## config.mk

```make
export PLATFORM = sky130hd
export DESIGN_NAME = fpss_host
export DESIGN_NICKNAME = d
export VERILOG_FILES = /design/src/fpss_pkg.sv /design/src/fpss_bus_cycle.sv /design/src/fpss_host.sv
export SDC_FILE = /design/constraint.sdc
export NUM_CORES = 1
export LEC_CHECK = 0
export BUFFER_PORTS_ARGS = -buffer_cell sky130_fd_sc_hd__buf_4
export CAP_MARGIN = 0
export CORE_UTILIZATION = 30
export CTS_BUF_LIST = sky130_fd_sc_hd__clkbuf_16
export CTS_CLUSTER_SIZE = 25
export DETAILED_ROUTE_END_ITERATION = 10
export GPL_TIMING_DRIVEN = 0
export PLACE_DENSITY = 0.52
export SLEW_MARGIN = 0
export SYNTH_ARGS = -nofsm -noshare
export SYNTH_HDL_FRONTEND = slang
export SYNTH_SLANG_ARGS = --single-unit
export TNS_END_PERCENT = 1
```

## constraint.sdc

```tcl
create_clock -name clk -period 2.4 [get_ports clk]
set_input_delay 0.12 -clock clk [delete_from_list [all_inputs] [get_ports clk]]
set_output_delay 0.12 -clock clk [all_outputs]
set_load 0.02 [all_outputs]
```

## src/fpss_pkg.sv

```systemverilog
/*
 * constants, codes and carrier types for the flash sequencing host.
 * assumes a 250 MHz single clock and an external parallel flash
 * whose strobes are driven from flip-flops of this block.
 */
`default_nettype none

package fpss_pkg;
    // clock and strobe timing
    localparam int CLK_PERIOD_PS = 4000;
    localparam int STROBE_NS = 100;
    localparam int RECOVER_NS = 40;
    localparam int STROBE_CYC = (STROBE_NS * 1000 + CLK_PERIOD_PS - 1)
                                / CLK_PERIOD_PS;
    localparam int RECOVER_CYC = (RECOVER_NS * 1000 + CLK_PERIOD_PS - 1)
                                 / CLK_PERIOD_PS;
    localparam int CNT_W = 8;

    // flash bus widths
    localparam int FL_ADDR_W = 20;
    localparam int FL_DATA_W = 16;

    // flash command codes
    localparam logic [7:0] CODE_PROGRAM = 8'h40;
    localparam logic [7:0] CODE_ERASE_SETUP = 8'h20;
    localparam logic [7:0] CODE_CONFIRM = 8'hD0;
    localparam logic [7:0] CODE_SUSPEND = 8'hB0;
    localparam logic [7:0] CODE_READ_ARRAY = 8'hFF;
    localparam logic [7:0] CODE_CLEAR_DEFAULT = 8'h50;

    // flash status bit positions
    localparam int SR_READY = 7;
    localparam int SR_SUSP = 6;
    localparam int SR_ERASE_ERR = 5;
    localparam int SR_PROG_ERR = 4;
    localparam int SR_VPP_LOW = 3;

    // software register offsets
    localparam logic [7:0] REG_CMD = 8'h00;
    localparam logic [7:0] REG_ADDR = 8'h04;
    localparam logic [7:0] REG_WDATA = 8'h08;
    localparam logic [7:0] REG_STATUS = 8'h0C;
    localparam logic [7:0] REG_RDATA = 8'h10;
    localparam logic [7:0] REG_CTRL = 8'h14;

    // control register fields and reset
    localparam int CTRL_DEFER_BIT = 0;
    localparam int CTRL_PWRDN_BIT = 1;
    localparam logic [1:0] CTRL_RESET = 2'h0;

    // status register layout above the flash status byte
    localparam int ST_BUSY = 8;
    localparam int ST_SUSP = 9;
    localparam int ST_ERR_PEND = 10;
    localparam int ST_REFUSED = 11;
    localparam int ST_ERRS_LSB = 12;
    localparam int ST_ARRAY = 15;

    // software operations written to the command register
    typedef enum logic [2:0] {
        OP_NONE = 3'h0,
        OP_PROGRAM = 3'h1,
        OP_ERASE = 3'h2,
        OP_SUSPEND = 3'h3,
        OP_RESUME = 3'h4,
        OP_READ = 3'h5,
        OP_CLEAR = 3'h6,
        OP_CHECK = 3'h7
    } fpss_op_e;

    // one flash bus cycle request
    typedef struct packed {
        logic wr;
        logic [FL_ADDR_W-1:0] addr;
        logic [FL_DATA_W-1:0] data;
    } fpss_req_s;

    // flash pins driven by the host
    typedef struct packed {
        logic ce_n;
        logic oe_n;
        logic we_n;
        logic [FL_ADDR_W-1:0] addr;
        logic [FL_DATA_W-1:0] dq_o;
        logic dq_oe;
    } fpss_pins_s;
endpackage

`default_nettype wire

```

## src/fpss_bus_cycle.sv

```systemverilog
/*
 * one asynchronous flash read or write cycle per request.
 * assumes the flash answers within the strobe time; every cycle
 * ends with chip enable and both strobes high again.
 */
`default_nettype none

module fpss_bus_cycle
    import fpss_pkg::*;
#(
    parameter int ACT_CYC = STROBE_CYC,
    parameter int REC_CYC = RECOVER_CYC
) (
    input wire logic clk,
    input wire logic srst,
    input wire logic req_valid,
    input wire fpss_req_s req,
    output logic req_ready,
    output logic done,
    output logic [FL_DATA_W-1:0] rd_data,
    output fpss_pins_s pins,
    input wire logic [FL_DATA_W-1:0] dq_i
);
    typedef enum logic [2:0] {
        B_IDLE = 3'b001,
        B_ACT = 3'b010,
        B_REC = 3'b100
    } fpss_bstate_e;

    fpss_bstate_e state_ff; // cycle phase
    logic [CNT_W-1:0] cnt_ff; // phase countdown
    logic wr_ff; // cycle is a write
    logic [FL_DATA_W-1:0] rd_data_ff; // sampled read data
    fpss_pins_s pins_ff; // registered pins
    logic accept; // request taken

    assign req_ready = (state_ff == B_IDLE);
    assign accept = req_valid && req_ready;
    assign done = (state_ff == B_REC) && (cnt_ff == '0);
    assign rd_data = rd_data_ff;
    assign pins = pins_ff;

    // phase sequencing and countdown
    always_ff @(posedge clk) begin
        if (srst) begin
            state_ff <= B_IDLE;
            cnt_ff <= '0;
            wr_ff <= 1'b0;
        end else begin
            case (state_ff)
                B_IDLE: begin
                    if (accept) begin
                        state_ff <= B_ACT;
                        cnt_ff <= CNT_W'(ACT_CYC - 1);
                        wr_ff <= req.wr;
                    end
                end
                B_ACT: begin
                    if (cnt_ff == '0) begin
                        state_ff <= B_REC;
                        cnt_ff <= CNT_W'(REC_CYC - 1);
                    end else begin
                        cnt_ff <= cnt_ff - 1'b1;
                    end
                end
                B_REC: begin
                    if (cnt_ff == '0) begin
                        state_ff <= B_IDLE;
                    end else begin
                        cnt_ff <= cnt_ff - 1'b1;
                    end
                end
                default: begin
                    state_ff <= B_IDLE;
                end
            endcase
        end
    end

    // strobes: ce_n and the read or write strobe low in active phase, all high through recovery
    always_ff @(posedge clk) begin
        if (srst) begin
            pins_ff <= '{ce_n: 1'b1, oe_n: 1'b1, we_n: 1'b1,
                         addr: '0, dq_o: '0, dq_oe: 1'b0};
        end else if (accept) begin
            pins_ff.ce_n <= 1'b0;
            pins_ff.we_n <= !req.wr;
            pins_ff.oe_n <= req.wr;
            pins_ff.addr <= req.addr;
            pins_ff.dq_o <= req.data;
            pins_ff.dq_oe <= req.wr;
        end else if (state_ff == B_ACT && cnt_ff == '0) begin
            // strobes rise, data held through recovery
            pins_ff.ce_n <= 1'b1;
            pins_ff.we_n <= 1'b1;
            pins_ff.oe_n <= 1'b1;
        end else if (done) begin
            pins_ff.dq_oe <= 1'b0;
        end
    end

    // read data sampled just before the strobes rise
    always_ff @(posedge clk) begin
        if (srst) begin
            rd_data_ff <= '0;
        end else if (state_ff == B_ACT && cnt_ff == '0 && !wr_ff) begin
            rd_data_ff <= dq_i;
        end
    end

    // every completed cycle has released the chip between accesses
    a_strobe_toggle: assert property (@(posedge clk) disable iff (srst)
        done |-> pins_ff.ce_n && pins_ff.oe_n && pins_ff.we_n)
        else $error("strobes still low at cycle end");
endmodule

`default_nettype wire

```

## src/fpss_host.sv

```systemverilog
/*
 * host sequencer for a parallel flash: program, block erase,
 * suspend/resume, array read and status clear, ordered through a
 * small software register port. assumes one flash on the pins and
 * software that polls the busy bit before the next order.
 */
`default_nettype none

// Contract
// - program is set-up code, then address/data
// - poll status, strobes toggled, until ready
// - error check per word or per sequence
// - clear flags before further operations
// - suspend code written, status then read
// - read-array code before reading other blocks
// - resume code continues suspended erase
// - erase is set-up code, then confirm
module fpss_host
    import fpss_pkg::*;
#(
    parameter logic [7:0] CLEAR_CODE = CODE_CLEAR_DEFAULT
) (
    input wire logic clk,
    input wire logic srst,
    input wire logic [7:0] reg_addr,
    input wire logic [31:0] reg_wdata,
    input wire logic reg_wr,
    input wire logic reg_rd,
    output logic [31:0] reg_rdata,
    output fpss_pins_s flash_pins,
    input wire logic [FL_DATA_W-1:0] flash_dq_i,
    output logic powerdown_unlock_pin_n
);
    typedef enum logic [10:0] {
        S_IDLE = 11'b000_0000_0001,
        S_PG_SET = 11'b000_0000_0010,
        S_PG_DAT = 11'b000_0000_0100,
        S_ER_SET = 11'b000_0000_1000,
        S_ER_CONF = 11'b000_0001_0000,
        S_SUS = 11'b000_0010_0000,
        S_RES = 11'b000_0100_0000,
        S_RA = 11'b000_1000_0000,
        S_RD = 11'b001_0000_0000,
        S_POLL = 11'b010_0000_0000,
        S_CLR = 11'b100_0000_0000
    } fpss_state_e;

    typedef enum logic [1:0] {
        K_PROG = 2'h0,
        K_ERASE = 2'h1,
        K_SUSP = 2'h2
    } fpss_kind_e;

    fpss_state_e state_ff; // sequencer state
    fpss_kind_e kind_ff; // what the poll waits for
    logic issued_ff; // bus cycle of this state in flight
    logic [FL_ADDR_W-1:0] addr_ff; // target address
    logic [FL_DATA_W-1:0] wdata_ff; // program data
    logic [1:0] ctrl_ff; // defer check, power down
    logic [7:0] fstat_ff; // last flash status byte
    logic [FL_DATA_W-1:0] rdata_ff; // last array read
    logic susp_ff; // erase held suspended
    logic susp_req_ff; // suspend asked during erase poll
    logic err_pend_ff; // error seen, clear needed
    logic [2:0] errs_ff; // sticky erase, program, supply errors
    logic refused_ff; // last order refused
    logic array_ff; // flash believed in array read mode
    logic [31:0] reg_rdata_ff; // read data register

    fpss_req_s req; // request to the bus engine
    logic req_valid; // request offered
    logic req_ready; // engine idle
    logic bus_done; // bus cycle finished
    logic [FL_DATA_W-1:0] bus_rd; // bus read data
    logic cmd_wr; // command register written
    fpss_op_e op; // order written
    logic ok; // order accepted
    logic [2:0] new_errs; // errors in status just read

    assign cmd_wr = reg_wr && (reg_addr == REG_CMD);
    assign op = fpss_op_e'(reg_wdata[2:0]);
    assign new_errs = {bus_rd[SR_ERASE_ERR], bus_rd[SR_PROG_ERR],
                       bus_rd[SR_VPP_LOW]};
    assign powerdown_unlock_pin_n = !ctrl_ff[CTRL_PWRDN_BIT];
    assign reg_rdata = reg_rdata_ff;

    // acceptance of an order in the present state
    always_comb begin
        ok = 1'b0;
        if (cmd_wr && !ctrl_ff[CTRL_PWRDN_BIT]) begin
            case (op)
                OP_PROGRAM, OP_ERASE: begin
                    // blocked until flags cleared, or while suspended
                    ok = (state_ff == S_IDLE) && !err_pend_ff
                         && !susp_ff;
                end
                OP_SUSPEND: begin
                    ok = (state_ff == S_POLL) && (kind_ff == K_ERASE);
                end
                OP_RESUME: begin
                    ok = (state_ff == S_IDLE) && susp_ff;
                end
                OP_READ, OP_CHECK: begin
                    ok = (state_ff == S_IDLE);
                end
                OP_CLEAR: begin
                    // suspended flash takes only read-array or resume
                    ok = (state_ff == S_IDLE) && !susp_ff;
                end
                default: begin
                    ok = 1'b0;
                end
            endcase
        end
    end

    // bus request for the present state
    always_comb begin
        req = '{wr: 1'b1, addr: addr_ff, data: '0};
        case (state_ff)
            S_PG_SET: req.data = FL_DATA_W'(CODE_PROGRAM);
            S_PG_DAT: req.data = wdata_ff;
            S_ER_SET: req.data = FL_DATA_W'(CODE_ERASE_SETUP);
            S_ER_CONF: req.data = FL_DATA_W'(CODE_CONFIRM);
            S_SUS: req.data = FL_DATA_W'(CODE_SUSPEND);
            S_RES: req.data = FL_DATA_W'(CODE_CONFIRM);
            S_RA: req.data = FL_DATA_W'(CODE_READ_ARRAY);
            S_CLR: req.data = FL_DATA_W'(CLEAR_CODE);
            S_RD, S_POLL: req.wr = 1'b0;
            default: req.wr = 1'b0;
        endcase
    end
    assign req_valid = (state_ff != S_IDLE) && !issued_ff;

    fpss_bus_cycle u_bus (
        .clk(clk),
        .srst(srst),
        .req_valid(req_valid),
        .req(req),
        .req_ready(req_ready),
        .done(bus_done),
        .rd_data(bus_rd),
        .pins(flash_pins),
        .dq_i(flash_dq_i)
    );

    // one bus cycle per state visit, re-armed on completion
    always_ff @(posedge clk) begin
        if (srst) begin
            issued_ff <= 1'b0;
        end else if (bus_done) begin
            issued_ff <= 1'b0;
        end else if (req_valid && req_ready) begin
            issued_ff <= 1'b1;
        end
    end

    // sequencer
    always_ff @(posedge clk) begin
        if (srst) begin
            state_ff <= S_IDLE;
            kind_ff <= K_PROG;
        end else if (state_ff == S_IDLE) begin
            if (ok) begin
                case (op)
                    OP_PROGRAM: state_ff <= S_PG_SET;
                    OP_ERASE: state_ff <= S_ER_SET;
                    OP_RESUME: state_ff <= S_RES;
                    // array mode must be entered before reading
                    OP_READ: state_ff <= array_ff ? S_RD : S_RA;
                    OP_CLEAR: state_ff <= S_CLR;
                    default: state_ff <= S_IDLE;
                endcase
            end
        end else if (bus_done) begin
            case (state_ff)
                S_PG_SET: state_ff <= S_PG_DAT;
                S_PG_DAT: begin
                    // flash now answers with status
                    state_ff <= S_POLL;
                    kind_ff <= K_PROG;
                end
                S_ER_SET: state_ff <= S_ER_CONF;
                S_ER_CONF, S_RES: begin
                    state_ff <= S_POLL;
                    kind_ff <= K_ERASE;
                end
                S_SUS: begin
                    state_ff <= S_POLL;
                    kind_ff <= K_SUSP;
                end
                S_RA: state_ff <= S_RD;
                S_POLL: begin
                    // keep reading until the ready bit is one, or go to suspend if asked during erase
                    if (bus_rd[SR_READY]) begin
                        state_ff <= S_IDLE;
                    end else if (susp_req_ff && kind_ff == K_ERASE) begin
                        state_ff <= S_SUS;
                    end
                end
                default: state_ff <= S_IDLE;
            endcase
        end
    end

    // suspend bookkeeping
    always_ff @(posedge clk) begin
        if (srst) begin
            susp_ff <= 1'b0;
            susp_req_ff <= 1'b0;
        end else begin
            if (ok && op == OP_SUSPEND) begin
                susp_req_ff <= 1'b1;
            end else if (state_ff == S_SUS) begin
                susp_req_ff <= 1'b0;
            end
            if (state_ff == S_POLL && bus_done && bus_rd[SR_READY]
                && kind_ff == K_SUSP) begin
                // one: held suspended, zero: erase had finished
                susp_ff <= bus_rd[SR_SUSP];
            end else if (state_ff == S_RES && bus_done) begin
                susp_ff <= 1'b0;
            end
        end
    end

    // error flags; clear only in the clear state, sets in poll or on a check order
    always_ff @(posedge clk) begin
        if (srst) begin
            errs_ff <= '0;
            err_pend_ff <= 1'b0;
        end else if (state_ff == S_POLL && bus_done && bus_rd[SR_READY]
                     && !(kind_ff == K_SUSP && bus_rd[SR_SUSP])) begin
            errs_ff <= errs_ff | new_errs;
            if (!ctrl_ff[CTRL_DEFER_BIT] && new_errs != '0) begin
                err_pend_ff <= 1'b1;
            end
        end else if (ok && op == OP_CHECK && errs_ff != '0) begin
            err_pend_ff <= 1'b1;
        end else if (state_ff == S_CLR && bus_done) begin
            errs_ff <= '0;
            err_pend_ff <= 1'b0;
        end
    end

    // flash read mode tracking and captured bytes
    always_ff @(posedge clk) begin
        if (srst) begin
            array_ff <= 1'b1;
            fstat_ff <= '0;
            rdata_ff <= '0;
        end else begin
            if (ctrl_ff[CTRL_PWRDN_BIT]) begin
                array_ff <= 1'b1;
            end else if (bus_done && state_ff == S_RA) begin
                array_ff <= 1'b1;
            end else if (bus_done && req.wr) begin
                array_ff <= 1'b0;
            end
            if (bus_done && state_ff == S_POLL) begin
                fstat_ff <= bus_rd[7:0];
            end
            if (bus_done && state_ff == S_RD) begin
                rdata_ff <= bus_rd;
            end
        end
    end

    // software registers: address, data, control, refusal flag
    always_ff @(posedge clk) begin
        if (srst) begin
            addr_ff <= '0;
            wdata_ff <= '0;
            ctrl_ff <= CTRL_RESET;
            refused_ff <= 1'b0;
        end else if (reg_wr) begin
            if (reg_addr == REG_ADDR) begin
                addr_ff <= reg_wdata[FL_ADDR_W-1:0];
            end
            if (reg_addr == REG_WDATA) begin
                wdata_ff <= reg_wdata[FL_DATA_W-1:0];
            end
            if (reg_addr == REG_CTRL) begin
                ctrl_ff <= reg_wdata[1:0];
            end
            if (cmd_wr) begin
                refused_ff <= !ok;
            end
        end
    end

    // read port, data in the cycle after the strobe
    always_ff @(posedge clk) begin
        if (srst) begin
            reg_rdata_ff <= '0;
        end else if (reg_rd) begin
            case (reg_addr)
                REG_ADDR: reg_rdata_ff <= 32'(addr_ff);
                REG_WDATA: reg_rdata_ff <= 32'(wdata_ff);
                REG_STATUS: reg_rdata_ff <= {16'h0000, array_ff, errs_ff,
                    refused_ff, err_pend_ff, susp_ff,
                    state_ff != S_IDLE, fstat_ff};
                REG_RDATA: reg_rdata_ff <= 32'(rdata_ff);
                REG_CTRL: reg_rdata_ff <= 32'(ctrl_ff);
                default: reg_rdata_ff <= 32'h0000_0000;
            endcase
        end else begin
            reg_rdata_ff <= 32'h0000_0000;
        end
    end

    a_pg_setup_code: assert property (@(posedge clk) disable iff (srst)
        state_ff == S_PG_SET && req_valid && req_ready
        |-> req.wr && req.data == FL_DATA_W'(CODE_PROGRAM)
        ##1 (state_ff == S_PG_SET) [*1])
        else $error("program set-up code not driven");
    a_pg_then_poll: assert property (@(posedge clk) disable iff (srst)
        state_ff == S_PG_DAT && bus_done |=> state_ff == S_POLL
        && kind_ff == K_PROG)
        else $error("program data not followed by status poll");
    a_poll_busy: assert property (@(posedge clk) disable iff (srst)
        state_ff == S_POLL && bus_done && !bus_rd[SR_READY]
        && !susp_req_ff |=> state_ff == S_POLL && req_valid)
        else $error("poll stopped while busy");
    a_err_blocks: assert property (@(posedge clk) disable iff (srst)
        err_pend_ff && cmd_wr && (op == OP_PROGRAM || op == OP_ERASE)
        |=> state_ff == $past(state_ff) && refused_ff)
        else $error("operation started with error pending");
    a_susp_code: assert property (@(posedge clk) disable iff (srst)
        state_ff == S_SUS && req_valid && req_ready
        |-> req.data == FL_DATA_W'(CODE_SUSPEND))
        else $error("suspend code not driven");
    a_read_array: assert property (@(posedge clk) disable iff (srst)
        $rose(state_ff == S_RD) |-> $past(array_ff) || $past(state_ff
        == S_RA))
        else $error("array read without read-array code");
    a_resume_clear: assert property (@(posedge clk) disable iff (srst)
        state_ff == S_RES && bus_done |=> !susp_ff && state_ff == S_POLL
        && kind_ff == K_ERASE)
        else $error("resume did not restart erase poll");
    a_clear_flags: assert property (@(posedge clk) disable iff (srst)
        state_ff == S_CLR && bus_done |=> errs_ff == '0 && !err_pend_ff
        && state_ff == S_IDLE)
        else $error("flags not cleared after clear code");
endmodule

`default_nettype wire

```

==> flow_metrics.env <==
export IMPL_clkSinkCount=172
export IMPL_cp_endpoint="state_ff[1]"
export IMPL_ys_types=72
export IMPL_timing_worst_setup_path_type="reg2reg"
export IMPL_max_freq_ghz=0.384
export IMPL_wl_per_cell_um=17.9
export IMPL_netlist_area_um2=7410
export IMPL_dr_pass1_iters=5
export IMPL_top_layer="met4"
export IMPL_drtIter0Drc=555
export IMPL_hold_viol=0
export IMPL_met1Wirelength_um=11500
export IMPL_ys_seq_elements=172
export IMPL_io_pins=133
export IMPL_core_um2=24200
export IMPL_grt_pass1_wl_um=38800
export IMPL_grt_usage_pct=19.9
export IMPL_cts_buffers=17
export IMPL_cp_top_family="simple AND/OR/NAND/NOR gates"
export IMPL_r2r_setup_slack_ns=-0.20
export IMPL_fin_ws_ns=-0.205
export IMPL_worst_path_max_fanout=10
export IMPL_crit_buf_inv=2
export IMPL_drtAntennaViolNets=0
export IMPL_synth_seq_area_share_pct=46.5
export IMPL_cpMostUsedCell="or4_4"
export IMPL_grt_max_degree=17
export IMPL_initial_core_util_pct=30.6
export IMPL_nNetsFinal=1125
export IMPL_met2_length_um=11500
export IMPL_die_y_um=159
export IMPL_worstPathArrival_ns=2.94
export IMPL_place_congestion=0.843
export IMPL_drive_gt1_share_pct=18.7
export IMPL_die_area_um2=25300
export IMPL_maxSlewHeadroom_pct=51.0
export IMPL_dieWidth_um=159
export IMPL_power_mw=5.67
export IMPL_r2r_end="state_ff[1]"
export IMPL_clock_path_buffers=2
export IMPL_antenna_found_initial=0
export IMPL_worst_pin_slew_ns=0.735
export IMPL_worst_ir_drop_vdd_mv=0.412
export IMPL_cp_end_kind="flop"
export IMPL_drt_total_wl_um=25100
export IMPL_synth_main_ff_cell="dfxtp_1"
export IMPL_vias=7062
export IMPL_startpoint_type="flop"
export IMPL_wl_met3_um=1630
export IMPL_worst_hold_path_type="in2reg"
export IMPL_h_tree_depth=4
export IMPL_cap_violations=0
export IMPL_worst_r2r_startpoint="state_ff[2]"
export IMPL_grt_overflow_total=0
export IMPL_worst_path_stages=7
export IMPL_critical_path_startpoint="state_ff[2]"
export IMPL_holdWs_ns=0.108
export IMPL_vias_per_cell=5.04
export IMPL_synth_edf_count=0
export IMPL_post_route_util_pct=40.0
export IMPL_syn_area_per_cell_um2=8.36
export IMPL_crit_path_top_delay_cell="or4_4"
export IMPL_path_clk_slew_ns=0.07
export IMPL_yosysWarnings=0
export IMPL_cts_tree="done"
export IMPL_critPathRequiredTime_ns=2.73
export IMPL_dpl_hpwl_um=18600
export IMPL_rows=57
export IMPL_fin_skew_ns=0.0118
export IMPL_clkLatencyLatePin_ns=0.43
export IMPL_reg2reg_depth=7
export IMPL_synthArstFlopShare_pct=0
export IMPL_rsz0062_at_grt="yes"
export IMPL_n_antenna_cell=0
export IMPL_slowest_delay_ns=0.58
export IMPL_path_cells="buf_6 -> or4_4 -> or4_4 -> buf_8 -> o21a_4 -> o31ai_4 -> mux2i_1"
export IMPL_syn_inst=886
export IMPL_finalSetupViolCount=20
export IMPL_maxSlewViolCount=0
export IMPL_p_per_area_nw_per_um2=585
export IMPL_period_share_pct=109
export IMPL_cts_root_buf="clkbuf_16"
export IMPL_status="complete, but fails checks"
export IMPL_port_buffers=107
export IMPL_leakagePower_nw=3.62
export IMPL_finalCriticalPeriod_ns=2.60
export IMPL_violations="negative setup slack"
export IMPL_fill_cells=2514
export IMPL_drc=0
export IMPL_grt_pass1_vias=6680
export IMPL_area_delta_synth_final_pct=30.8
-- per-layer routing --
layer	GRT usage, %	vias to the layer above
li1	-	3473
met1	27.2	3330
met2	31.7	235
met3	4.01	24
met4	5.86	0
met5	0	-
-- cells in the mapped netlist (2+ instances only) --
| cell type | instances | area [um2] |
|---|---|---|
| a211oi_1 | 2 | 15.0 |
| nor4b_1 | 3 | 26.3 |
| or4_4 | 2 | 22.5 |
| nand2b_1 | 5 | 31.3 |
| buf_2 | 5 | 25.0 |
| a21oi_1 | 121 | 606 |
| xor2_1 | 5 | 43.8 |
| buf_6 | 2 | 22.5 |
| mux2i_1 | 29 | 290 |
| and2_1 | 7 | 43.8 |
| o211ai_1 | 3 | 22.5 |
| nor4_1 | 7 | 43.8 |
| or3_1 | 11 | 68.8 |
| and3_1 | 5 | 31.3 |
| nor2_1 | 58 | 218 |
| inv_1 | 10 | 37.5 |
| nand3b_1 | 3 | 22.5 |
| a222oi_1 | 15 | 150 |
| nor3_1 | 20 | 100 |
| nand2_1 | 177 | 664 |
| buf_1 | 4 | 15.0 |
| and4_1 | 3 | 26.3 |
| buf_4 | 12 | 90.1 |
| ha_1 | 2 | 25.0 |
| a32oi_1 | 4 | 35.0 |
| a31oi_1 | 4 | 25.0 |
| a22oi_1 | 10 | 75.1 |
| mux2_2 | 4 | 45.0 |
| or4_1 | 5 | 37.5 |
| clkbuf_1 | 50 | 188 |
| o21ai_0 | 26 | 130 |
| nor4_2 | 2 | 25.0 |
| o21a_1 | 2 | 15.0 |
| o22ai_1 | 3 | 18.8 |
| dfxtp_1 | 172 | 3440 |
| a2111oi_0 | 2 | 17.5 |
| nor2b_1 | 10 | 62.6 |
| xnor2_1 | 4 | 35.0 |
| a31o_2 | 2 | 17.5 |
| or4b_2 | 3 | 30.0 |
| nand4_1 | 8 | 50.1 |
| nand3_1 | 29 | 145 |
| o221a_2 | 2 | 22.5 |
| nor3b_1 | 5 | 37.5 |
-- worst min path at each step --
stage / startpoint / endpoint / slack (ns) / cells after the start
3_5_place_dp: reg_wdata[16] / addr_ff[16] / 0.38 / 3
6_report: reg_wdata[1] / susp_req_ff / 0.11 / 5
2_1_floorplan: reg_wdata[16] / addr_ff[16] / 0.26 / 2
3_3_place_gp: reg_wdata[16] / addr_ff[16] / 0.37 / 3
5_1_grt: reg_wdata[1] / susp_req_ff / 0.17 / 5
4_1_cts: reg_wdata[1] / susp_req_ff / 0.1 / 5
-- layout by cell type (no fill, tap or decap), types with 11 or more instances in the layout --
master | netlist | final
nand2_1 | 177 | 177
conb_1 | 1 | 12
dfxtp_1 | 172 | 172
dlygate4sd3_1 | 0 | 33
nor2_1 | 58 | 56
nor3_1 | 20 | 19
nand3_1 | 29 | 29
o21ai_0 | 26 | 26
clkbuf_16 | 0 | 17
inv_1 | 10 | 13
a222oi_1 | 15 | 15
buf_4 | 12 | 124
clkbuf_1 | 50 | 45
or3_1 | 11 | 11
a21oi_1 | 121 | 120
mux2i_1 | 29 | 29
-- where the power goes --
part / internal [mW] / total, mW / switching (mW)
Clock: 1.32 / 2.53 / 1.21
Sequential: 2.85 / 2.86 / 0.00190
Combinational: 0.125 / 0.282 / 0.157
Total: 4.30 / 5.67 / 1.37
-- final cells by class --
type	instances	area, um2	share of cell area (%)
Multi-Input combinational cell	642	3710	38.3
Sequential cell	172	3440	35.5
Timing Repair Buffer	147	1200	12.4
Buffer	73	365	3.77
Tap cell	324	405	4.18
Clock buffer	17	425	4.39
Clock inverter	15	101	1.05
Inverter	10	37.5	0.387
-- what timing repair did --
item / CTS / global route
pin swaps: 8 / 2
endpoints found under the hold margin: 46 / 0
hold buffers: 33 / 0
buffers inserted: 6 / 0
gates resized for setup: 11 / 14
setup endpoints to repair: 106 / 108
-- metrics by stage --
step	TNS, ns	cells	setup slack, ns	cell area (um2)
2_1_floorplan	-0.518	897	-0.120	7460
3_3_place_gp	-77.38	1328	-1.46	8660
3_5_place_dp	-57.20	1329	-0.734	8680
4_1_cts	-1.77	1400	-0.196	9630
5_1_grt	-4.33	1400	-0.254	9690
6_report	-2.03	1400	-0.205	9690
-- worst reg2reg max path: stages, from the launching register on --
cell	delay, ns
dfxtp_1	0.31
buf_6	0.13
or4_4	0.54
or4_4	0.58
buf_8	0.18
o21a_4	0.23
o31ai_4	0.24
mux2i_1	0.31
-- registers in the layout (all words and copies together) (netlist names), 2 cells and up --
signal,flops
ctrl_ff,2
u_bus.rd_data,16
errs_ff,3
u_bus.cnt_ff,8
u_bus.state_ff,3
fstat_ff,8
u_bus.pins,40
addr_ff,20
reg_rdata,20
wdata_ff,16
state_ff,11
kind_ff,2
rdata_ff,16
-- cell families after synthesis --
kind of cell	count (synthesis)	synth area share, %
AND/OR/NAND/NOR	370	23.5
AO/OA/AOI/OAI	215	18.7
flip-flops	172	46.5
buffers and inverters	83	5.10
multiplexers	34	4.73
XOR/XNOR	9	1.06
adder cells (fa/ha/maj)	2	0.338
other	1	0.0506
Power figures use the tool's default switching activity.
